[config.mk]
export PLATFORM = sky130hd
export DESIGN_NAME = asrp_host
export DESIGN_NICKNAME = d
export VERILOG_FILES = /design/src/pkg/asrp_pkg.sv /design/src/rtl/asrp_host.sv
export SDC_FILE = /design/constraint.sdc
export NUM_CORES = 1
export LEC_CHECK = 0
export ABC_AREA = 1
export BUFFER_PORTS_ARGS = -buffer_cell sky130_fd_sc_hd__buf_2
export CORE_MARGIN = 2
export CORE_UTILIZATION = 40
export DETAILED_ROUTE_END_ITERATION = 10
export SETUP_SLACK_MARGIN = 0.05
export SYNTH_ARGS = -nofsm -noshare
export SYNTH_HDL_FRONTEND = slang
export SYNTH_SLANG_ARGS = --single-unit
[constraint.sdc]
create_clock -name clk -period 2.18 [get_ports clk]
set_input_delay 0.436 -clock clk [delete_from_list [all_inputs] [get_ports clk]]
set_output_delay 0.436 -clock clk [all_outputs]
set_load 0.03 [all_outputs]
[src/pkg/asrp_pkg.sv]
// constants and types for the static memory host port
package asrp_pkg;
  localparam int ADDR_W = 17;
  localparam int DATA_W = 8;
  localparam int CLK_PERIOD_PS = 25000;
  // slower grade figures, safe for both grades
  localparam int T_ACC_SEL_NS = 70;
  localparam int T_ACC_OE_NS = 35;
  localparam int T_DIS_NS = 25;
  localparam int T_SU_A_WH_NS = 55;
  localparam int T_WP_NS = 50;
  localparam int T_CYC_NS = 70;
  localparam int T_REC_PD_MS = 5;
  // least times round up
  localparam int C_ACC_SEL = (T_ACC_SEL_NS * 1000 + CLK_PERIOD_PS - 1)
                             / CLK_PERIOD_PS;
  localparam int C_ACC_OE = (T_ACC_OE_NS * 1000 + CLK_PERIOD_PS - 1)
                            / CLK_PERIOD_PS;
  localparam int C_DIS = (T_DIS_NS * 1000 + CLK_PERIOD_PS - 1)
                         / CLK_PERIOD_PS;
  localparam int C_SU_A_WH = (T_SU_A_WH_NS * 1000 + CLK_PERIOD_PS - 1)
                             / CLK_PERIOD_PS;
  localparam int C_WP = (T_WP_NS * 1000 + CLK_PERIOD_PS - 1)
                        / CLK_PERIOD_PS;
  localparam int C_CYC = (T_CYC_NS * 1000 + CLK_PERIOD_PS - 1)
                         / CLK_PERIOD_PS;
  // five milliseconds in ps overflow a 32-bit int, so work in 64 bits
  localparam longint PS_PER_MS = 64'h0000_0000_3b9a_ca00;
  localparam int C_REC_PD = int'(
    (T_REC_PD_MS * PS_PER_MS + CLK_PERIOD_PS - 1) / CLK_PERIOD_PS);
  localparam int CNT_W = 18;
  typedef enum logic [2:0] {
    ASRP_RECOVER, ASRP_IDLE, ASRP_RD_WAIT, ASRP_WR_PULSE,
    ASRP_WR_END, ASRP_GAP
  } asrp_state_e;
  typedef struct packed {
    asrp_state_e           state;
    logic [CNT_W-1:0]      cnt;
    logic [ADDR_W-1:0]     word_address;
    logic [DATA_W-1:0]     wdata;
    logic [DATA_W-1:0]     rdata;
    logic                  rvalid;
    logic                  select_low_active_n;
    logic                  select_high_active;
    logic                  write_n;
    logic                  oe_n;
    logic                  data_oe;
  } asrp_regs_s;
endpackage

[src/rtl/asrp_host.sv]
// host controller driving an asynchronous 128k x 8 static memory
`timescale 1ns/1ps
module asrp_host #(
  parameter int REC_CYCLES = asrp_pkg::C_REC_PD
) (
  input  wire logic                        clk,
  input  wire logic                        srst,
  input  wire logic                        req_valid,
  output logic                             req_ready,
  input  wire logic                        req_write,
  input  wire logic [asrp_pkg::ADDR_W-1:0] req_addr,
  input  wire logic [asrp_pkg::DATA_W-1:0] req_wdata,
  input  wire logic                        standby_req,
  output logic [asrp_pkg::DATA_W-1:0]      rsp_rdata,
  output logic                             rsp_valid,
  output logic [asrp_pkg::ADDR_W-1:0]      word_address,
  output logic                             select_low_active_n,
  output logic                             select_high_active,
  output logic                             write_n,
  output logic                             oe_n,
  input  wire logic [asrp_pkg::DATA_W-1:0] data_lines_in,
  output logic [asrp_pkg::DATA_W-1:0]      data_lines_out,
  output logic                             data_lines_oe
);

  asrp_pkg::asrp_regs_s r;
  asrp_pkg::asrp_regs_s next_r;

  // counter load for a wait of n cycles; zero marks the last cycle
  function automatic logic [asrp_pkg::CNT_W-1:0] cyc(input int n);
    cyc = asrp_pkg::CNT_W'(n - 1);
  endfunction

  // longer of two minimum waits, so one count meets both
  function automatic int longest(input int a, input int b);
    if (a > b) begin
      longest = a;
    end else begin
      longest = b;
    end
  endfunction

  // memory pins at rest: selects off, strobes high, bus let go
  function automatic asrp_pkg::asrp_regs_s parked(
    input asrp_pkg::asrp_regs_s s
  );
    parked                     = s;
    parked.select_low_active_n = 1'b1;
    parked.select_high_active  = 1'b0;
    parked.write_n             = 1'b1;
    parked.oe_n                = 1'b1;
    parked.data_oe             = 1'b0;
  endfunction

  // open a write: strobe falls with the selects, outputs stay off
  function automatic asrp_pkg::asrp_regs_s start_write(
    input asrp_pkg::asrp_regs_s        s,
    input logic [asrp_pkg::ADDR_W-1:0] addr,
    input logic [asrp_pkg::DATA_W-1:0] data
  );
    start_write                     = parked(s);
    start_write.word_address        = addr;
    start_write.wdata               = data;
    start_write.select_low_active_n = 1'b0;
    start_write.select_high_active  = 1'b1;
    start_write.write_n             = 1'b0;
    start_write.data_oe             = 1'b1;
    // strobe low long enough for address setup and pulse width
    start_write.cnt   = cyc(longest(asrp_pkg::C_SU_A_WH,
                                    asrp_pkg::C_WP));
    start_write.state = asrp_pkg::ASRP_WR_PULSE;
  endfunction

  // open a read: selects and output enable fall together
  function automatic asrp_pkg::asrp_regs_s start_read(
    input asrp_pkg::asrp_regs_s        s,
    input logic [asrp_pkg::ADDR_W-1:0] addr
  );
    start_read                     = parked(s);
    start_read.word_address        = addr;
    start_read.select_low_active_n = 1'b0;
    start_read.select_high_active  = 1'b1;
    start_read.oe_n                = 1'b0;
    // one count covers both select and enable access times
    start_read.cnt   = cyc(longest(asrp_pkg::C_ACC_SEL,
                                   asrp_pkg::C_ACC_OE));
    start_read.state = asrp_pkg::ASRP_RD_WAIT;
  endfunction

  // close a read: word latched as enable and selects drop
  function automatic asrp_pkg::asrp_regs_s finish_read(
    input asrp_pkg::asrp_regs_s        s,
    input logic [asrp_pkg::DATA_W-1:0] data
  );
    finish_read        = parked(s);
    finish_read.rdata  = data;
    finish_read.rvalid = 1'b1;
    // turnaround so the memory lets go before anyone drives
    finish_read.cnt    = cyc(asrp_pkg::C_DIS);
    finish_read.state  = asrp_pkg::ASRP_GAP;
  endfunction

  // close a write: selects and our drivers off a cycle after strobe
  function automatic asrp_pkg::asrp_regs_s finish_write(
    input asrp_pkg::asrp_regs_s s
  );
    finish_write       = parked(s);
    finish_write.cnt   = cyc(asrp_pkg::C_DIS);
    finish_write.state = asrp_pkg::ASRP_GAP;
  endfunction

  // request accepted on this edge; running wait on its last cycle
  logic take;
  logic take_write;
  logic take_read;
  logic wait_done;
  assign take      = req_valid && req_ready;
  assign wait_done = (r.cnt == '0);

  // split by direction so each arm of the sequencer reads plainly
  assign take_write = take && req_write;
  assign take_read  = take && !req_write;

  // ready only in idle and not asked to stand by
  assign req_ready = (r.state == asrp_pkg::ASRP_IDLE) && !standby_req;

  // pins straight from flip-flops
  assign word_address        = r.word_address;
  assign select_low_active_n = r.select_low_active_n;
  assign select_high_active  = r.select_high_active;
  assign write_n             = r.write_n;
  assign oe_n                = r.oe_n;
  assign data_lines_out      = r.wdata;
  assign data_lines_oe       = r.data_oe;
  assign rsp_rdata           = r.rdata;
  assign rsp_valid           = r.rvalid;

  // sequencing of read and write cycles
  always_comb begin
    next_r        = r;
    next_r.rvalid = 1'b0;
    if (!wait_done) begin
      next_r.cnt = r.cnt - 1'b1;
    end
    case (r.state)
      // recovery: nothing selected until the wait runs out
      asrp_pkg::ASRP_RECOVER: begin
        next_r = parked(next_r);
        // supply counts as back only once standby is let go
        if (standby_req) begin
          next_r.cnt = cyc(REC_CYCLES);
        end else if (wait_done) begin
          next_r.state = asrp_pkg::ASRP_IDLE;
        end
      end

      // deselected here, so a supply drop finds it idle
      asrp_pkg::ASRP_IDLE: begin
        next_r = parked(next_r);
        if (standby_req) begin
          next_r.cnt   = cyc(REC_CYCLES);
          next_r.state = asrp_pkg::ASRP_RECOVER;
        end else if (take_write) begin
          next_r = start_write(next_r, req_addr, req_wdata);
        end else if (take_read) begin
          next_r = start_read(next_r, req_addr);
        end
      end

      // read open until the slower access time has passed
      asrp_pkg::ASRP_RD_WAIT: begin
        if (wait_done) begin
          next_r = finish_read(next_r, data_lines_in);
        end
      end

      // strobe rises first; data and address held a cycle more
      asrp_pkg::ASRP_WR_PULSE: begin
        if (wait_done) begin
          next_r.write_n = 1'b1;
          next_r.state   = asrp_pkg::ASRP_WR_END;
        end
      end

      // selects and data drivers let go together
      asrp_pkg::ASRP_WR_END: begin
        next_r = finish_write(next_r);
      end

      // bus turnaround before the next cycle may drive
      asrp_pkg::ASRP_GAP: begin
        if (wait_done) begin
          next_r.state = asrp_pkg::ASRP_IDLE;
        end
      end

      // unknown code: park the pins and start over from idle
      default: begin
        next_r       = parked(next_r);
        next_r.state = asrp_pkg::ASRP_IDLE;
      end
    endcase
  end

  // single register stage for all state
  always_ff @(posedge clk) begin
    if (srst) begin
      r.state               <= asrp_pkg::ASRP_RECOVER;
      r.cnt                 <= cyc(REC_CYCLES);
      r.word_address        <= '0;
      r.wdata               <= '0;
      r.rdata               <= '0;
      r.rvalid              <= 1'b0;
      r.select_low_active_n <= 1'b1;
      r.select_high_active  <= 1'b0;
      r.write_n             <= 1'b1;
      r.oe_n                <= 1'b1;
      r.data_oe             <= 1'b0;
    end else begin
      r <= next_r;
    end
  end

endmodule

# After elaboration in Yosys (flattened, before gate mapping)
# Cells that the tools add are included.
[classes] addsub=1 eq_ne=9 n_mux=15 bitwise_logic=7 reduce_logical=16
[ops] op="54-bit case mux with 5 select lines" count=1
[ops] op="60-bit 2-to-1 mux" count=3
[ops] op="39-bit 2-to-1 mux" count=1
[ops] op="18-bit 2-to-1 mux" count=2
[ops] op="21-bit 2-to-1 mux" count=1
[ops] op="18-bit zero test" count=1
[ops] op="3-bit case mux with 6 select lines" count=1
[ops] op="18-bit by 1-bit subtractor with 18-bit output (second input constant)" count=1
[ops] op="7-bit AND reduction" count=2
[ops] op="3-bit 2-to-1 mux" count=3
[ops] op="1-bit NOT" count=7
[ops] op="3-bit by 2-bit equality test with 1-bit output (second input constant)" count=2
[ops] op="3-bit equality test (second input constant)" count=2
[ops] op="2-bit inequality test (second input constant)" count=3
[ops] op="2-bit case mux with 3 select lines" count=1
[ops] op="6-bit AND reduction" count=1
[ops] op="1-bit logical AND" count=4
[ops] op="4-bit inequality test (second input constant)" count=1
[ops] op="1-bit case mux with 4 select lines" count=1
[ops] op="4-bit AND reduction" count=1
[ops] op="3-bit by 1-bit equality test with 1-bit output (second input constant)" count=1
[ops] op="3-bit zero test" count=1
[ops] op="3-bit AND reduction" count=1
[ops] op="1-bit zero test" count=2
[ops] op="4 further kinds" count=4
[word_totals] ff_bits=60 input_bits=38 word_cells=59

# Longest topological paths before layout
[logic_depth] depth_word=8 depth_mapped=11 ltp_nobuf=11

# Worst setup path after synthesis
# No wires, ideal clock.
[synth_path] path_kind="register to register" start="register r[39] (netlist name)" end="register r (netlist bit rsp_rdata[7])" arrival_ns=1.450 t_required_ns=2.061 path_slack_ns=0.610 stages_incl_launch_ff=11 cell_sequence="dfxtp_1 > inv_1 > ha_1 > inv_1 > nor2_1 > nand3_1 > nor2_1 > nand3_1 > buf_2 > o21ai_0 > a21oi_1"
[synth_via] elab_chain_len=2
[synth_lines] item="start, declared" line="asrp_host.sv:26" text="asrp_pkg::asrp_regs_s r;"
[synth_lines] item="start signal, assigned" line="asrp_host.sv:220" text="r <= next_r;"
[synth_lines] item="18-bit zero test" line="asrp_host.sv:118" text="assign wait_done = (r.cnt == '0);"
[synth_lines] item="6-bit AND reduction (no source line)"
# Every way passes these cells.
# A chain may end at the register's enable or synchronous reset.

# Worst setup path after layout
[layout_path] start="register r[59] (netlist name)" end="register r (netlist bit data_lines_out[5])"
[layout_via] elab_chain_len=7 word_cells_on_any_way=18 classes_between="eq/ne (5); mux (3); bitwise (4); reduce/logical (6)"
[layout_lines] item="3-bit by 1-bit equality test with 1-bit output" line="asrp_host.sv:125, asrp_host.sv:145"
[layout_lines] item="1-bit logical AND" line="asrp_host.sv:125" text="assign req_ready = (r.state == asrp_pkg::ASRP_IDLE) && !standby_req;"
[layout_lines] item="1-bit logical AND" line="asrp_host.sv:117" text="assign take = req_valid && req_ready;"
[layout_lines] item="1-bit logical AND" line="asrp_host.sv:121" text="assign take_write = take && req_write;"
[layout_lines] item="60-bit 2-to-1 mux" line="asrp_host.sv:163" text="end else if (take_write) begin"
[layout_lines] item="39-bit 2-to-1 mux" line="asrp_host.sv:160" text="if (standby_req) begin"
[layout_lines] item="54-bit case mux with 5 select lines" line="asrp_host.sv:145" text="case (r.state)"
# Parallel ways exist; a longest one is shown, timed or not. The select of a mux whose other input is x is not followed.

==> flow_metrics.py <==
metrics = {
    "status": {
        "status": "finished, final reports clean",
    },
    "floorplan": {
        "pin_count": 78,
        "die_y_um": 92.36,
        "core_um2": 7647,
        "rows": 32,
        "die_w_um": 92.36,
        "initial_core_util": 0.4084,
        "fp.dieArea_um2": 8530,
    },
    "cells_and_area": {
        "diodes": 0,
        "seqCellArea_um2": 1201,
        "multiInputGateArea_um2": 1481,
        "drive_above_1_share": 0.2311,
        "area_growth_pct": 14.26,
        "fillCellCount": 813,
        "design_area_um2": 3568,
        "fin_nets": 551,
    },
    "synth": {
        "synth_top_area_frac": 0.3846,
        "synth_edf_count": 0,
        "async_flop_share": 0,
        "synthTopCellsByCount": "nand2_1 (146), dfxtp_1 (60), nor2_1 (53), inv_1 (38), a21oi_1 (35)",
        "synth_cell_type_count": 29,
        "synth-seq-cells": 60,
        "yosysWarnings": 0,
        "syn_avg_cell_area_um2": 6.774,
        "synth_top_area_cell": "dfxtp_1",
        "yosysSeqAreaShare": 0.3846,
        "syn_area_um2": 3123,
        "yosysMostFrequentCell": "nand2_1",
        "syn_nets": 502,
        "synth-main-ff-cell": "dfxtp_1",
        "synth_area_leaders": "dfxtp_1 (38%), nand2_1 (18%), buf_4 (7.9%), nor2_1 (6.4%), a21oi_1 (5.6%)",
        "netlist_instances": 461,
    },
    "power": {
        "powerDensity_nw_per_um2": 718.5,
        "p_leak_uw": 0.001723,
        "ir_worst_vdd_uv": 389.0,
    },
    "grt": {
        "grt_pass1_wl_mm": 12.41,
        "overflow": 0,
        "antenna_found_initial": 0,
        "grt_pass1_vias": 2784,
        "grt_start_max_net_pins": 29,
        "grt_usage": 0.1785,
    },
    "clock_network": {
        "cts_sinks": 60,
        "cts_setup_buffers": 0,
        "insertion_delay_ns": 0.34,
        "cts_inserted_buffers": 9,
        "cts_tree": "yes",
        "clkTransAtPathRegs_ns": 0.08,
        "clock_path_buffers": 2,
        "cts-root-buf": "clkbuf_8",
        "holdBufCountCts": 0,
        "htreeDepth": 3,
    },
    "sta": {
        "tns_ns": 0,
        "rsz0062_at_grt": "no",
        "setup_viol": 0,
        "finalHoldViolCount": 0,
        "max_slew_margin": 0.6667,
        "final.period_utilization": 0.8325,
        "max_freq_mhz": 551.0,
        "drv_slew": 0,
        "worstMarginPinSlew_ns": 0.4968,
        "whs_ns": 0.3362,
        "fin_skew_ns": 0.009964,
        "period_minus_slack_ns": 1.815,
    },
    "routing": {
        "firstDrtPassIters": 4,
        "post-route-drc-count": 0,
        "drt-initial-drc-count": 83,
        "routedWlPerCell_um": 11.52,
        "wirelength_mm": 7.110,
        "vias": 2873,
        "via_per_inst": 4.656,
        "final_antenna_net_count": 0,
    },
    "worst_hold_path": {
        "hold_path.class": "in -> reg",
        "min_from": "req_addr[1]",
    },
    "placement": {
        "placed_cell_area_um2": 3371,
        "place_congestion": 0.8624,
        "hpwl_mm": 5.190,
        "port-buffer-count": 77,
    },
    "worst_setup_path": {
        "reg2reg_setup_slack_ns": 0.37,
        "rr_startpoint": "r[59]$_SDFFE_PP0P_",
        "arrival_ns": 2.03,
        "cp.required_ns": 2.39,
        "critPathKind": "reg -> reg",
        "cp-startpoint": "r[59]$_SDFFE_PP0P_",
        "critPathLaunchType": "flip-flop",
        "endpoint_kind": "flip-flop",
        "cp_max_fo": 12,
    },
    "job": {
        "maxCapViolCount": 0,
    },
}
-- worst max-delay path, cell delays in order, from the launching register on --
cell     delay, ns
dfxtp_1       0.35
inv_2         0.16
nand3_4       0.13
nor2_4        0.11
nand2_2       0.18
nor2_2        0.42
inv_2         0.17
nand2_1       0.10
a21oi_1       0.06
-- state kept, by name (all words and copies together) (netlist names) --
register             flops
rsp_valid                1
select_high_active       1
data_lines_oe            1
select_low_active_n      1
data_lines_out           8
oe_n                     1
r                       21
word_address            17
write_n                  1
rsp_rdata                8
-- cells by family after synthesis --
family,after synthesis,share of synthesized area
AND/OR/NAND/NOR,263,0.3710
adder cells (fa/ha/maj),3,0.01202
buffers and inverters,84,0.1426
AO/OA/AOI/OAI,50,0.08694
XOR/XNOR,1,0.002805
flip-flops,60,0.3846
-- report_power, final --
part | switching, uW | leakage (uW) | internal (uW)
Sequential | 44.9 | 0.000485 | 1140
Combinational | 240 | 0.00114 | 141
Clock | 467 | 0.0000962 | 528
Total | 752 | 0.00172 | 1810
-- layout by cell type, fill, tap and decap left out, types with 6 or more instances in the layout --
cell type	count
nand3b_1	6
o21ai_0	11
nor2_1	53
dfxtp_1	60
inv_1	38
buf_2	77
clkbuf_8	9
a21oi_1	35
nand4_1	6
nand3_1	31
nand2_1	146
or2_2	7
-- routing by layer --
layer / wire, um / vias up / GRT usage
met2: 3197 / 77 / 0.2932
met4: 129 / 0 / 0.07960
met5: 0 / - / 0
li1: - / 1518 / -
met3: 444 / 8 / 0.04394
met1: 3338 / 1270 / 0.2214
-- through the flow --
stage	cells	setup WS [ns]	total power, uW	util
2_1_floorplan	461	0.6104	1488	-
3_3_place_gp	601	0.3188	1589	0.4408
3_5_place_dp	601	0.2289	1594	0.4408
4_1_cts	617	0.2357	2596	0.4660
5_1_grt	617	0.1604	2712	0.4666
6_report	617	0.3651	2564	0.4666
-- worst paths after layout --
| path | to | depth (start not counted) |
|---|---|---|
| worst min register to register | rsp_rdata[7]$_SDFFE_PP0P_ | 2 |
| worst min-delay path | word_address[1]$_SDFFE_PP0P_ | 3 |
| worst max-delay path | data_lines_out[5]$_SDFFE_PP0P_ | 8 |
| worst max register to register | data_lines_out[5]$_SDFFE_PP0P_ | 8 |
-- what timing repair did --
item	in CTS	in global routing
gates resized for setup	0	1
endpoints found under the hold margin	0	0
endpoints found under the setup margin	0	3
-- cell type report --
class | instances | share of cell area
tap | 102 | 0.03576
inverter | 42 | 0.04418
clock inverter | 6 | 0.01823
sequential | 60 | 0.3366
clock buffer | 10 | 0.03576
multi-input combinational | 317 | 0.4151
timing repair buffer | 80 | 0.1143
Note: power is estimated with default switching activity, not from simulation.
